===== src/mrc_pkg.sv =====
// package: constants, option encodings and carriers for the reset and option block
package mrc_pkg;
    // register indices; byte address is four times the index
    localparam logic [11:0] MRC_IDX_STATUS = 12'h086;
    localparam logic [11:0] MRC_IDX_OPTION = 12'h087;
    localparam logic [11:0] MRC_ADDR_STATUS = 12'h218;
    localparam logic [11:0] MRC_ADDR_OPTION = 12'h21C;
    // status bit positions
    localparam int MRC_B_CAUSE_HI = 7;
    localparam int MRC_B_CAUSE_LO = 6;
    localparam int MRC_B_FLAG_HIGH = 5;
    localparam int MRC_B_FLAG_MID = 4;
    localparam int MRC_B_CARRY = 2;
    localparam int MRC_B_DCARRY = 1;
    localparam int MRC_B_ZERO = 0;
    localparam logic [1:0] MRC_CAUSE_WDT = 2'h0;
    localparam logic [1:0] MRC_CAUSE_POR = 2'h2;
    localparam logic [1:0] MRC_CAUSE_PIN = 2'h3;
    localparam logic [10:0] MRC_OPTION_RESET = 11'h000;
    localparam logic [1:0] MRC_RESP_OKAY = 2'h0;
    localparam logic [1:0] MRC_RESP_DECERR = 2'h3;
    // divider figures
    localparam logic [4:0] MRC_DIV4 = 5'h04;
    localparam logic [4:0] MRC_DIV8 = 5'h08;
    localparam logic [4:0] MRC_DIV16 = 5'h10;
    localparam logic [4:0] MRC_SLOW_DIV = 5'h04;

    typedef enum logic [2:0] {
        MRC_CLK_internal_fast_rc = 3'h0,
        MRC_CLK_EXT_RC = 3'h1,
        MRC_CLK_XTAL_32K = 3'h2,
        MRC_CLK_XTAL_12M = 3'h3,
        MRC_CLK_XTAL_4M = 3'h4
    } mrc_clk_e;
    typedef enum logic [1:0] {MRC_FCPU_4 = 2'h0, MRC_FCPU_8 = 2'h1, MRC_FCPU_16 = 2'h2} mrc_fcpu_e;
    typedef enum logic [1:0] {MRC_WDT_ALWAYS = 2'h0, MRC_WDT_ENABLE = 2'h1, MRC_WDT_OFF = 2'h2} mrc_wdt_e;
    typedef enum logic [1:0] {
        MRC_supply_guard_low = 2'h0,
        MRC_supply_guard_mid = 2'h1,
        MRC_supply_guard_high = 2'h2,
        MRC_supply_guard_max = 2'h3
    } mrc_lvd_e;

    // option word, packed low bit last: lvd, security, pin, wdt, fcpu, clk
    typedef struct packed {
        mrc_lvd_e lvd;
        logic security;
        logic input_only_pin_mode;
        mrc_wdt_e wdt;
        mrc_fcpu_e fcpu;
        mrc_clk_e clk_src;
    } mrc_opt_s;

    // analog detector levels: high while supply is at or below the level
    typedef struct packed {
        logic below_3v6;
        logic below_2v4;
        logic below_2v0;
    } mrc_lvd_s;
endpackage : mrc_pkg


===== src/mrc_top.sv =====
// reset sequencer, option decode and status register behind an AXI4-Lite slave
//
// Operation
// - normal mode: one instruction cycle per 4, 8 or 16 fast oscillator clocks
// - slow mode: slow RC clock divided by fixed 4, divider option ignored
// - watchdog always-on counts in power-down, green and normal operation
// - watchdog enable counts outside power-down and green; disable makes it inactive
// - reset-pin function: falling edge on the pin resets the whole system
// - general-input choice: no pin reset, pin is input-only bit, no pull-up
// - security enabled blocks read-out of the whole program memory
// - low-voltage option picks reset level 2.0V, 2.0V, 2.4V or 3.6V
// - medium enables 2.4V flag, high enables 3.6V flag; disabled flags read 0
// - reset sources: power-on, watchdog, brown-out, pin when pin option enables
// - in reset registers held initial, execution halted, PC cleared; start at 0
// - cause bits 7:6 read 00 watchdog, 10 power-on or low-voltage, 11 pin
// - cause, carry, digit carry, zero read/write; low-voltage flags read-only
// - power-up: stable supply, pin check, register init, warm-up, then run
// - pin enabled and not high at power-up keeps device in reset
// - watchdog overflow: reset, init, warm-up, restart in normal mode
// - warm-up length depends on clock source: RC short, crystal longer
// - internal RC frees both oscillator pins; ext RC frees output; crystals use both
// - any low-voltage reset clears both low-voltage flags
// - enabled flag reads 1 at or below its level, 0 above it
//
// The AXI4-Lite slave port was chosen for this implementation.
`timescale 1ns/100ps
`default_nettype none
module mrc_top
    import mrc_pkg::*;
#(
    parameter int INIT_CYCLES = 4,
    parameter int WARM_RC_CYCLES = 64,
    parameter int WARM_XTAL_CYCLES = 4096
)(
    input wire logic aclk,
    input wire logic aresetn,
    input wire logic [11:0] s_axi_awaddr,
    input wire logic s_axi_awvalid,
    output logic s_axi_awready,
    input wire logic [31:0] s_axi_wdata,
    input wire logic [3:0] s_axi_wstrb,
    input wire logic s_axi_wvalid,
    output logic s_axi_wready,
    output logic [1:0] s_axi_bresp,
    output logic s_axi_bvalid,
    input wire logic s_axi_bready,
    input wire logic [11:0] s_axi_araddr,
    input wire logic s_axi_arvalid,
    output logic s_axi_arready,
    output logic [31:0] s_axi_rdata,
    output logic [1:0] s_axi_rresp,
    output logic s_axi_rvalid,
    input wire logic s_axi_rready,
    input wire logic supply_stable,
    input wire mrc_lvd_s lvd_level,
    input wire logic reset_pin,
    input wire logic wdt_overflow,
    input wire logic power_down_mode,
    input wire logic green_mode,
    input wire logic slow_mode,
    input wire logic fast_osc_tick,
    input wire logic slow_osc_tick,
    output logic system_reset,
    output logic pc_clear,
    output logic cpu_run,
    output logic cpu_cycle,
    output logic wdt_count_en,
    output logic rom_readout_block,
    output logic pin_port_bit,
    output logic pin_pullup_en,
    output logic osc_in_pin_gpio,
    output logic osc_out_pin_gpio
);
    // ----------------------------------------------------------------
    // input synchronisers
    // ----------------------------------------------------------------
    logic [5:0] sync1_r;
    logic [5:0] sync2_r;
    logic supply_s;
    logic pin_s;
    mrc_lvd_s lvd_s;
    logic pin_prev_r;

    always_ff @(posedge aclk)
    begin
        if (!aresetn)
        begin
            sync1_r <= 6'h00;
            sync2_r <= 6'h00;
            pin_prev_r <= 1'b0;
        end
        else
        begin
            sync1_r <= {supply_stable, reset_pin, lvd_level, 1'b0};
            sync2_r <= sync1_r;
            pin_prev_r <= pin_s;
        end
    end

    assign supply_s = sync2_r[5];
    assign pin_s = sync2_r[4];
    assign lvd_s = sync2_r[3:1];

    // ----------------------------------------------------------------
    // option register and decode
    // ----------------------------------------------------------------
    mrc_opt_s opt_r;
    logic pin_reset_mode;
    logic lvd_reset;
    logic pin_reset;
    logic wdt_reset;

    assign pin_reset_mode = !opt_r.input_only_pin_mode;

    function automatic logic lvd_trips(input mrc_lvd_e sel, input mrc_lvd_s lv);
        case (sel)
            MRC_supply_guard_high: lvd_trips = lv.below_2v4;
            MRC_supply_guard_max: lvd_trips = lv.below_3v6;
            default: lvd_trips = lv.below_2v0;
        endcase
    endfunction : lvd_trips

    assign lvd_reset = !supply_s || lvd_trips(opt_r.lvd, lvd_s);
    assign pin_reset = pin_reset_mode && pin_prev_r && !pin_s;
    assign wdt_reset = (opt_r.wdt != MRC_WDT_OFF) && wdt_overflow;

    // ----------------------------------------------------------------
    // reset sequencer
    // ----------------------------------------------------------------
    typedef enum logic [2:0] {
        MRC_ST_POWER_UP,
        MRC_ST_PIN_CHECK,
        MRC_ST_INIT,
        MRC_ST_WARMUP,
        MRC_ST_RUN
    } mrc_state_e;

    mrc_state_e state_r;
    logic [15:0] cnt_r;
    logic [15:0] warm_last;
    logic xtal_src;

    // crystals need far longer to settle than an RC source
    assign xtal_src = (opt_r.clk_src != MRC_CLK_internal_fast_rc)
        && (opt_r.clk_src != MRC_CLK_EXT_RC);
    assign warm_last = xtal_src ? 16'(WARM_XTAL_CYCLES - 1) : 16'(WARM_RC_CYCLES - 1);

    always_ff @(posedge aclk)
    begin
        if (!aresetn || lvd_reset)
        begin
            state_r <= MRC_ST_POWER_UP;
            cnt_r <= 16'h0000;
        end
        else if (pin_reset || wdt_reset)
        begin
            // watchdog skips the pin check and goes straight to init
            state_r <= pin_reset ? MRC_ST_PIN_CHECK : MRC_ST_INIT;
            cnt_r <= 16'h0000;
        end
        else
        begin
            case (state_r)
                MRC_ST_POWER_UP: state_r <= MRC_ST_PIN_CHECK;
                MRC_ST_PIN_CHECK:
                begin
                    // in pin-reset mode stays here until the outside releases the pin high; general-input mode moves on at once
                    if (!pin_reset_mode || pin_s)
                        state_r <= MRC_ST_INIT;
                end
                MRC_ST_INIT:
                begin
                    if (cnt_r == 16'(INIT_CYCLES - 1))
                    begin
                        state_r <= MRC_ST_WARMUP;
                        cnt_r <= 16'h0000;
                    end
                    else
                        cnt_r <= cnt_r + 16'h0001;
                end
                MRC_ST_WARMUP:
                begin
                    if (cnt_r == warm_last)
                    begin
                        state_r <= MRC_ST_RUN;
                        cnt_r <= 16'h0000;
                    end
                    else
                        cnt_r <= cnt_r + 16'h0001;
                end
                default: state_r <= MRC_ST_RUN;
            endcase
        end
    end

    always_ff @(posedge aclk)
    begin
        if (!aresetn)
        begin
            system_reset <= 1'b1;
            pc_clear <= 1'b1;
            cpu_run <= 1'b0;
        end
        else
        begin
            // pc held at 0 until release so execution opens at address 0
            system_reset <= (state_r != MRC_ST_RUN) || lvd_reset || pin_reset || wdt_reset;
            pc_clear <= (state_r != MRC_ST_RUN) || lvd_reset || pin_reset || wdt_reset;
            cpu_run <= (state_r == MRC_ST_RUN) && !lvd_reset && !pin_reset && !wdt_reset;
        end
    end

    // ----------------------------------------------------------------
    // instruction cycle divider and watchdog gating
    // ----------------------------------------------------------------
    logic [4:0] div_cnt_r;
    logic [4:0] div_last;
    logic div_tick;

    // slow mode ignores the divider option altogether
    assign div_last = slow_mode ? 5'(MRC_SLOW_DIV - 5'h01)
        : (opt_r.fcpu == MRC_FCPU_16) ? 5'(MRC_DIV16 - 5'h01)
        : (opt_r.fcpu == MRC_FCPU_8) ? 5'(MRC_DIV8 - 5'h01)
        : 5'(MRC_DIV4 - 5'h01);
    assign div_tick = slow_mode ? slow_osc_tick : fast_osc_tick;

    always_ff @(posedge aclk)
    begin
        if (!aresetn || system_reset)
        begin
            div_cnt_r <= 5'h00;
            cpu_cycle <= 1'b0;
        end
        else
        begin
            cpu_cycle <= div_tick && (div_cnt_r >= div_last);
            if (div_tick)
                div_cnt_r <= (div_cnt_r >= div_last) ? 5'h00 : div_cnt_r + 5'h01;
        end
    end

    always_ff @(posedge aclk)
    begin
        if (!aresetn)
            wdt_count_en <= 1'b0;
        else
        begin
            case (opt_r.wdt)
                MRC_WDT_ALWAYS: wdt_count_en <= 1'b1;
                MRC_WDT_ENABLE: wdt_count_en <= !power_down_mode && !green_mode;
                default: wdt_count_en <= 1'b0;
            endcase
        end
    end

    // ----------------------------------------------------------------
    // pin and memory options
    // ----------------------------------------------------------------
    always_ff @(posedge aclk)
    begin
        if (!aresetn)
        begin
            pin_port_bit <= 1'b0;
            pin_pullup_en <= 1'b0;
            rom_readout_block <= 1'b0;
            osc_in_pin_gpio <= 1'b0;
            osc_out_pin_gpio <= 1'b0;
        end
        else
        begin
            pin_port_bit <= pin_reset_mode ? 1'b0 : pin_s;
            pin_pullup_en <= pin_reset_mode;
            rom_readout_block <= opt_r.security;
            osc_in_pin_gpio <= (opt_r.clk_src == MRC_CLK_internal_fast_rc);
            osc_out_pin_gpio <= !xtal_src;
        end
    end

    // ----------------------------------------------------------------
    // status register
    // ----------------------------------------------------------------
    logic [1:0] cause_r;
    logic [2:0] alu_flags_r;
    logic flag_mid_r;
    logic flag_high_r;
    logic [7:0] status_rd;
    logic wr_fire;
    logic wr_status;
    logic wr_option;
    logic [11:0] awaddr_r;
    logic [31:0] wdata_r;
    logic [3:0] wstrb_r;

    assign status_rd = {cause_r, flag_high_r, flag_mid_r, 1'b0, alu_flags_r};
    assign wr_status = wr_fire && (awaddr_r == MRC_ADDR_STATUS) && wstrb_r[0];
    assign wr_option = wr_fire && (awaddr_r == MRC_ADDR_OPTION);

    // a reset event overrides a software write in the same cycle
    always_ff @(posedge aclk)
    begin
        if (!aresetn)
            cause_r <= MRC_CAUSE_POR;
        else if (lvd_reset)
            cause_r <= MRC_CAUSE_POR;
        else if (pin_reset)
            cause_r <= MRC_CAUSE_PIN;
        else if (wdt_reset)
            cause_r <= MRC_CAUSE_WDT;
        else if (wr_status)
            cause_r <= wdata_r[MRC_B_CAUSE_HI:MRC_B_CAUSE_LO];
    end

    always_ff @(posedge aclk)
    begin
        if (!aresetn || system_reset)
            alu_flags_r <= 3'h0;
        else if (wr_status)
            alu_flags_r <= wdata_r[MRC_B_CARRY:MRC_B_ZERO];
    end

    always_ff @(posedge aclk)
    begin
        if (!aresetn || lvd_reset)
        begin
            flag_mid_r <= 1'b0;
            flag_high_r <= 1'b0;
        end
        else
        begin
            flag_mid_r <= ((opt_r.lvd == MRC_supply_guard_mid)
                || (opt_r.lvd == MRC_supply_guard_high)) && lvd_s.below_2v4;
            flag_high_r <= (opt_r.lvd == MRC_supply_guard_high) && lvd_s.below_3v6;
        end
    end

    always_ff @(posedge aclk)
    begin
        if (!aresetn)
            opt_r <= mrc_opt_s'(MRC_OPTION_RESET);
        else if (wr_option && (wstrb_r[1:0] == 2'h3))
            opt_r <= mrc_opt_s'(wdata_r[10:0]);
    end

    // ----------------------------------------------------------------
    // AXI4-Lite slave
    // ----------------------------------------------------------------
    logic aw_held_r;
    logic w_held_r;

    assign s_axi_awready = !aw_held_r && !s_axi_bvalid;
    assign s_axi_wready = !w_held_r && !s_axi_bvalid;
    assign wr_fire = aw_held_r && w_held_r && !s_axi_bvalid;

    always_ff @(posedge aclk)
    begin
        if (!aresetn)
        begin
            aw_held_r <= 1'b0;
            w_held_r <= 1'b0;
            awaddr_r <= 12'h000;
            wdata_r <= 32'h00000000;
            wstrb_r <= 4'h0;
            s_axi_bvalid <= 1'b0;
            s_axi_bresp <= MRC_RESP_OKAY;
        end
        else
        begin
            if (s_axi_awvalid && s_axi_awready)
            begin
                aw_held_r <= 1'b1;
                awaddr_r <= {s_axi_awaddr[11:2], 2'h0};
            end
            if (s_axi_wvalid && s_axi_wready)
            begin
                w_held_r <= 1'b1;
                wdata_r <= s_axi_wdata;
                wstrb_r <= s_axi_wstrb;
            end
            if (wr_fire)
            begin
                aw_held_r <= 1'b0;
                w_held_r <= 1'b0;
                s_axi_bvalid <= 1'b1;
                s_axi_bresp <= ((awaddr_r == MRC_ADDR_STATUS) || (awaddr_r == MRC_ADDR_OPTION))
                    ? MRC_RESP_OKAY : MRC_RESP_DECERR;
            end
            else if (s_axi_bvalid && s_axi_bready)
                s_axi_bvalid <= 1'b0;
        end
    end

    assign s_axi_arready = !s_axi_rvalid;

    always_ff @(posedge aclk)
    begin
        if (!aresetn)
        begin
            s_axi_rvalid <= 1'b0;
            s_axi_rdata <= 32'h00000000;
            s_axi_rresp <= MRC_RESP_OKAY;
        end
        else if (s_axi_arvalid && s_axi_arready)
        begin
            s_axi_rvalid <= 1'b1;
            s_axi_rresp <= MRC_RESP_OKAY;
            if ({s_axi_araddr[11:2], 2'h0} == MRC_ADDR_STATUS)
                s_axi_rdata <= {24'h000000, status_rd};
            else if ({s_axi_araddr[11:2], 2'h0} == MRC_ADDR_OPTION)
                s_axi_rdata <= {21'h000000, opt_r};
            else
            begin
                s_axi_rdata <= 32'h00000000;
                s_axi_rresp <= MRC_RESP_DECERR;
            end
        end
        else if (s_axi_rvalid && s_axi_rready)
            s_axi_rvalid <= 1'b0;
    end
endmodule : mrc_top
`default_nettype wire


===== config.mk =====
export PLATFORM = sky130hd
export DESIGN_NAME = mrc_top
export DESIGN_NICKNAME = d
export VERILOG_FILES = /design/src/mrc_pkg.sv /design/src/mrc_top.sv
export SDC_FILE = /design/constraint.sdc
export NUM_CORES = 1
export LEC_CHECK = 0
export BUFFER_PORTS_ARGS = -buffer_cell sky130_fd_sc_hd__buf_2
export CORE_MARGIN = 2
export CORE_UTILIZATION = 50
export DETAILED_ROUTE_END_ITERATION = 16
export GPL_TIMING_DRIVEN = 0
export PLACE_DENSITY = 0.76
export SLEW_MARGIN = 20
export SYNTH_ARGS = -nofsm -noshare
export SYNTH_HDL_FRONTEND = slang
export SYNTH_SLANG_ARGS = --single-unit

===== constraint.sdc =====
create_clock -name aclk -period 2.96 [get_ports aclk]
set_input_delay 0.444 -clock aclk [delete_from_list [all_inputs] [get_ports aclk]]
set_output_delay 0.444 -clock aclk [all_outputs]
set_load 0.01 [all_outputs]

; ---- After elaboration in Yosys (flattened, before gate mapping)
; Index checks and enable logic that the tools add are counted.
[word_totals]
wordCells = 156
inputBits = 78
output_inout_bits = 51
ff_bits = 127
[op_classes]
add_sub_neg = 2
mux = 29
n_reduce_logical = 63
n_lt_le_gt_ge = 1
n_eq_ne = 23
bitwise_logic = 1
[ops]
columns = operator, count
row1 = $eq A10 B8 Y1 const B, 4
row2 = $mux W16, 2
row3 = $pmux W16 S2, 1
row4 = $logic_and A1 B1 Y1, 24
row5 = $mux W11, 2
row6 = $add A16 B1 Y16 const B, 1
row7 = $eq A16 B12 Y1, 1
row8 = $eq A16 B2 Y1 const B, 1
row9 = $mux W3, 5
row10 = $logic_not A1 Y1, 14
row11 = $mux W12, 1
row12 = $mux W2, 6
row13 = $ne A3 B3 Y1 const B, 4
row14 = $pmux W3 S4, 1
row15 = $logic_or A1 B1 Y1, 10
row16 = $eq A2 B2 Y1 const B, 4
row17 = $mux W4, 2
row18 = $reduce_bool A2 Y1, 4
row19 = $eq A2 B1 Y1 const B, 3
row20 = $eq A3 B2 Y1 const B, 2
row21 = $logic_not A3 Y1, 2
row22 = $mux W1, 6
row23 = $reduce_bool A3 Y1, 2
row24 = $reduce_or A2 Y1, 3
row25 = other kinds (13), 14

; ---- Depth between registers and ports, before layout
[logic_depth]
ltp_word = 7
mapped_depth = 8
ltp_nobuf = 8

; ---- Least setup slack after synthesis
; Ideal clock, no wire load.
[synth_timing]
path_kind = flip-flop to flip-flop
start = reg awaddr_r[6]
end = reg cause_r[1]
path_stages_with_launch = 6
n_path_buf = 0
required_time_ns = 2.820
synth_period_minus_slack_ns = 2.167
setup_ns = 0.140
arrival_ns = 2.027
setup_slack_ns = 0.793
cell_sequence = dfxtp_1 > or4b_1 > or4_4 > nor4_4 > mux2i_1 > o211ai_2
[synth_between]
elab_chain_len = 4
[synth_rtl]
columns = element, line
row1 = from (decl), mrc_top.sv:290  ; logic [11:0] awaddr_r;
row2 = from (signal assigned), mrc_top.sv:371  ; awaddr_r <= {s_axi_awaddr[11:2], 2'h0};
row3 = $eq A10 B8 Y1, mrc_top.sv:295  ; assign wr_status = wr_fire && (awaddr_r == MRC_ADDR_STATUS) && wstrb_r[0];
row4 = $logic_and A1 B1 Y1 (2 in a row), mrc_top.sv:295
row5 = $reduce_bool A2 Y1 (no source line), n/a
row6 = to (signal assigned), mrc_top.sv:310  ; cause_r <= wdata_r[MRC_B_CAUSE_HI:MRC_B_CAUSE_LO];
row7 = to (decl), mrc_top.sv:282  ; logic [1:0] cause_r;
; Every way passes these cells.
; A chain may end at the register's enable or synchronous reset.

; ---- Worst setup path in the final report
[layout_timing]
start = reg opt_r[9] in the netlist's numbering
end = reg cnt_r[12]
[layout_between]
elab_chain_len = 5
word_cells_on_any_way = 6
classes_between = 2 x eq/ne / 1 x mux / 3 x reduce/logical
[layout_rtl]
columns = element, line
row1 = from (decl), mrc_top.sv:107  ; mrc_opt_s opt_r;
row2 = from (signal assigned), mrc_top.sv:339  ; opt_r <= mrc_opt_s'(MRC_OPTION_RESET);
row3 = from (signal assigned), mrc_top.sv:341  ; opt_r <= mrc_opt_s'(wdata_r[10:0]);
row4 = $eq A2 B2 Y1, mrc_top.sv:116  ; case (sel)
row5 = $pmux W1 S2 *, mrc_top.sv:116
row6 = $logic_or A1 B1 Y1 *, mrc_top.sv:123  ; assign lvd_reset = !supply_s || lvd_trips(opt_r.lvd, lvd_s);
row7 = $logic_or A1 B1 Y1 *, mrc_top.sv:150  ; if (!aresetn || lvd_reset)
row8 = $reduce_or A2 Y1 (no source line) *, n/a
row9 = to (signal assigned), mrc_top.sv:179  ; cnt_r <= cnt_r + 16'h0001;
row10 = to (signal assigned), mrc_top.sv:189  ; cnt_r <= cnt_r + 16'h0001;
row11 = to (decl), mrc_top.sv:139  ; logic [15:0] cnt_r;
; Every way passes the cells marked *; elsewhere a longest branch is shown, timed or not.

==> impl_metrics.tcl <==
set metrics [dict create \
    fp.coreArea_um2 8550 \
    cellLeakagePower_nw 2.13 \
    crit_fanout 10 \
    critPathTopFamily "compound AO/OA/AOI/OAI gates" \
    hold_depth 2 \
    fin_hold_ws_ps 285 \
    synth-adder-area-share_pct 2.02 \
    met3_usage_pct 3.67 \
    vias_per_cell 5.01 \
    p_per_area_nw_per_um2 517 \
    insertion_delay_ps 360 \
    synth_simple_gate_area_share_pct 23.0 \
    postRouteAntennaNets 0 \
    ys_warn_count 0 \
    syn_inst 468 \
    syn_area_per_cell_um2 9.28 \
    synth_top_family_by_area "simple AND/OR/NAND/NOR gates" \
    cts_resized 0 \
    clockBufferDepth 2 \
    grt_start_max_net_pins 18 \
    diodes 0 \
    port_buffers 80 \
    grt_first_pass_wirelength_um 15300 \
    htreeDepth 3 \
    grt.busiest_layer "met2" \
    hold_class "in2reg" \
    ys.flop_type "dfxtp_1" \
    synth_compound_area_share_pct 11.1 \
    synthTopCellsByArea "dfxtp_1 47%, nand2_1 5.2%, buf_4 4.3%, mux2i_1 4.1%, a21boi_0 4.1%" \
    cts-root-buf "clkbuf_8" \
    fin_ws_ps 481 \
    cts_buffers 9 \
    boundaryPins 129 \
    critPathLaunchType "register" \
    die_y_um 97.2 \
    yosys.area.top_type "dfxtp_1" \
    tns_ps 0 \
    final_nets 664 \
    synth_seq_cells 102 \
    clock-sinks 102 \
    drc_errors 0 \
    hold_viol_final 0 \
    wl_per_cell_um 13.3 \
    synthXorXnorAreaFrac_pct 3.63 \
    synth_area_um2 4340 \
    report.final.slew_viol_count 0 \
    crit_arrival_ps 2770 \
    overflow 0 \
    gp_congestion 0.833 \
    grt_use_met1_pct 24.6 \
    antenna_found_initial 0 \
    yosys.area.top_type_share_pct 47.0 \
    endpoint_kind "register" \
    crit_slowest_cell "a211oi_1" \
    wl_um 9200 \
    drive_above_1_share_pct 22.8 \
    drtIter0Drc 100 \
    setup_viol 0 \
    dieArea_um2 9450 \
    cp_num_cells 8 \
    critPathKind "reg2reg" \
    tightest_slew_ps 566 \
    firstDrtPassIters 4 \
    synth_cell_types 50 \
    period_minus_slack_ps 2480 \
    cp_cell_sequence "inv_1, ha_1, a22o_1, a211oi_1, nand3_1, a21o_1, clkbuf_1, nor2_1" \
    finalClockSkew_ps 11.1 \
    max_freq_mhz 403 \
    route.vias.total 3469 \
    yosysSeqAreaShare_pct 47.0 \
    drv_cap 0 \
    grt_usage_pct 19.7 \
    die_w_um 97.2 \
    cts_setup_buffers 0 \
    synth-edff-count 0 \
    crit_buf_inv 2 \
    grt_pass1_vias 3330 \
    reg2regPathDepth 8 \
    fin_crit_sh_pct 83.7 \
    rsz0062_at_grt "no" \
    place_ws_ps 508 \
    vdd_drop_max_mv 0.306 \
    muxShareOfSynthArea_pct 6.22 \
    grtUsageMet2_pct 34.0 \
    critical-path-max-stage-delay_ps 450 \
    maxSlewHeadroom_pct 61.9 \
    post-dp-hpwl_um 6940 \
    core.rowCount 34 \
    cp_data_required_time_ps 3250 \
    syn2layout_area_growth_pct 19.7 \
    status "completed" \
    clk_pin_slew_ps 100 \
    cts_hold_buf 0 \
    synth-async-reset-ratio_pct 0 \
    cts_tree "built" \
    initial_utilization_pct 50.8 \
]
cell usage after synthesis (3+ instances only):
| cell | instances |
|---|---|
| nand4_1 | 8 |
| xor2_1 | 9 |
| nand3_1 | 12 |
| a32oi_1 | 4 |
| nand2_1 | 60 |
| a21oi_1 | 5 |
| inv_1 | 12 |
| ha_1 | 7 |
| a21boi_0 | 24 |
| nor4_1 | 4 |
| mux2i_1 | 18 |
| and2_1 | 15 |
| or3_1 | 3 |
| clkbuf_1 | 17 |
| nor3b_1 | 4 |
| buf_4 | 25 |
| o21ai_0 | 7 |
| mux2_2 | 8 |
| a21o_1 | 4 |
| dfxtp_1 | 102 |
| nor2b_1 | 27 |
| xnor2_1 | 9 |
| a22oi_1 | 8 |
| nor2_1 | 37 |
| and3_1 | 5 |
cell type report:
cell class	instances	area (µm²)
clock buffer	10	128
fill	753	3350
buffer	43	255
timing repair buffer	80	400
multi-input combinational	331	2080
sequential	102	2040
clock inverter	6	116
tap	108	135
inverter	12	45.0
logic make-up (layout without fill, tap and decap cells):
group	count (synthesis)	count (layout)
flip-flops	102	102
AND/OR/NAND/NOR	193	193
multiplexers	26	26
buffers and inverters	55	151
XOR/XNOR	18	18
AO/OA/AOI/OAI	66	66
adder cells (fa/ha/maj)	7	7
other	1	21
stage by stage:
step | utilization [%] | instance area (µm²) | total power, mW | cells
floorplan | - | 4420 | 1.59 | 488
global placement | 57.9 | 4950 | 1.66 | 676
detailed placement | 57.9 | 4950 | 1.67 | 676
CTS | 60.8 | 5200 | 2.70 | 692
global route | 60.8 | 5200 | 2.79 | 692
finish | 60.8 | 5200 | 2.69 | 692
final timing paths:
check | startpoint | end | slack, ps
worst max-delay path | opt_r[9]$_SDFFE_PN0P_ | cnt_r[12]$_SDFFE_PP0P_ | 480
worst min-delay path | lvd_level[2] | sync1_r[3]$_SDFF_PN0_ | 290
worst max register to register | opt_r[9]$_SDFFE_PN0P_ | cnt_r[12]$_SDFFE_PP0P_ | 480
worst min register to register | sync1_r[4]$_SDFF_PN0_ | sync2_r[4]$_SDFF_PN0_ | 440
sequential cells by signal, summed over array words and instances, names as in the netlist, 5 cells and up:
register	cells
sync2_r	5
sync1_r	5
opt_r	11
s_axi_rdata	11
wdata_r	11
cnt_r	16
awaddr_r	10
div_cnt_r	5
layer usage:
metal | part of all wire, % | routed length (µm)
met2 | 49 | 4460
met1 | 45 | 4170
met5 | 0 | 0
met4 | 1.8 | 162
met3 | 4.5 | 410
cells in the final DEF (no fill, tap or decap), types with 3 or more instances in the layout:
cell type and n:
dfxtp_1 102, buf_2 80, nand2_1 60, nor2_1 37
nor2b_1 27, buf_4 25, a21boi_0 24, conb_1 21
clkbuf_1 18, mux2i_1 18, and2_1 15, inv_1 12
nand3_1 12, xor2_1 9, xnor2_1 9, clkbuf_8 9
a22oi_1 8, nand4_1 8, mux2_2 8, o21ai_0 7
ha_1 7, and3_1 5, a21oi_1 5, nor4_1 4
nor3b_1 4, a21o_1 4, a32oi_1 4, or3_1 3
bufinv_16 3
where the power goes:
group          switching, mW  total, mW  internal (mW)
Sequential            0.0210       1.43           1.41
Combinational          0.111      0.209         0.0988
Clock                  0.477       1.05          0.570
Power figures use the tool's default switching activity.
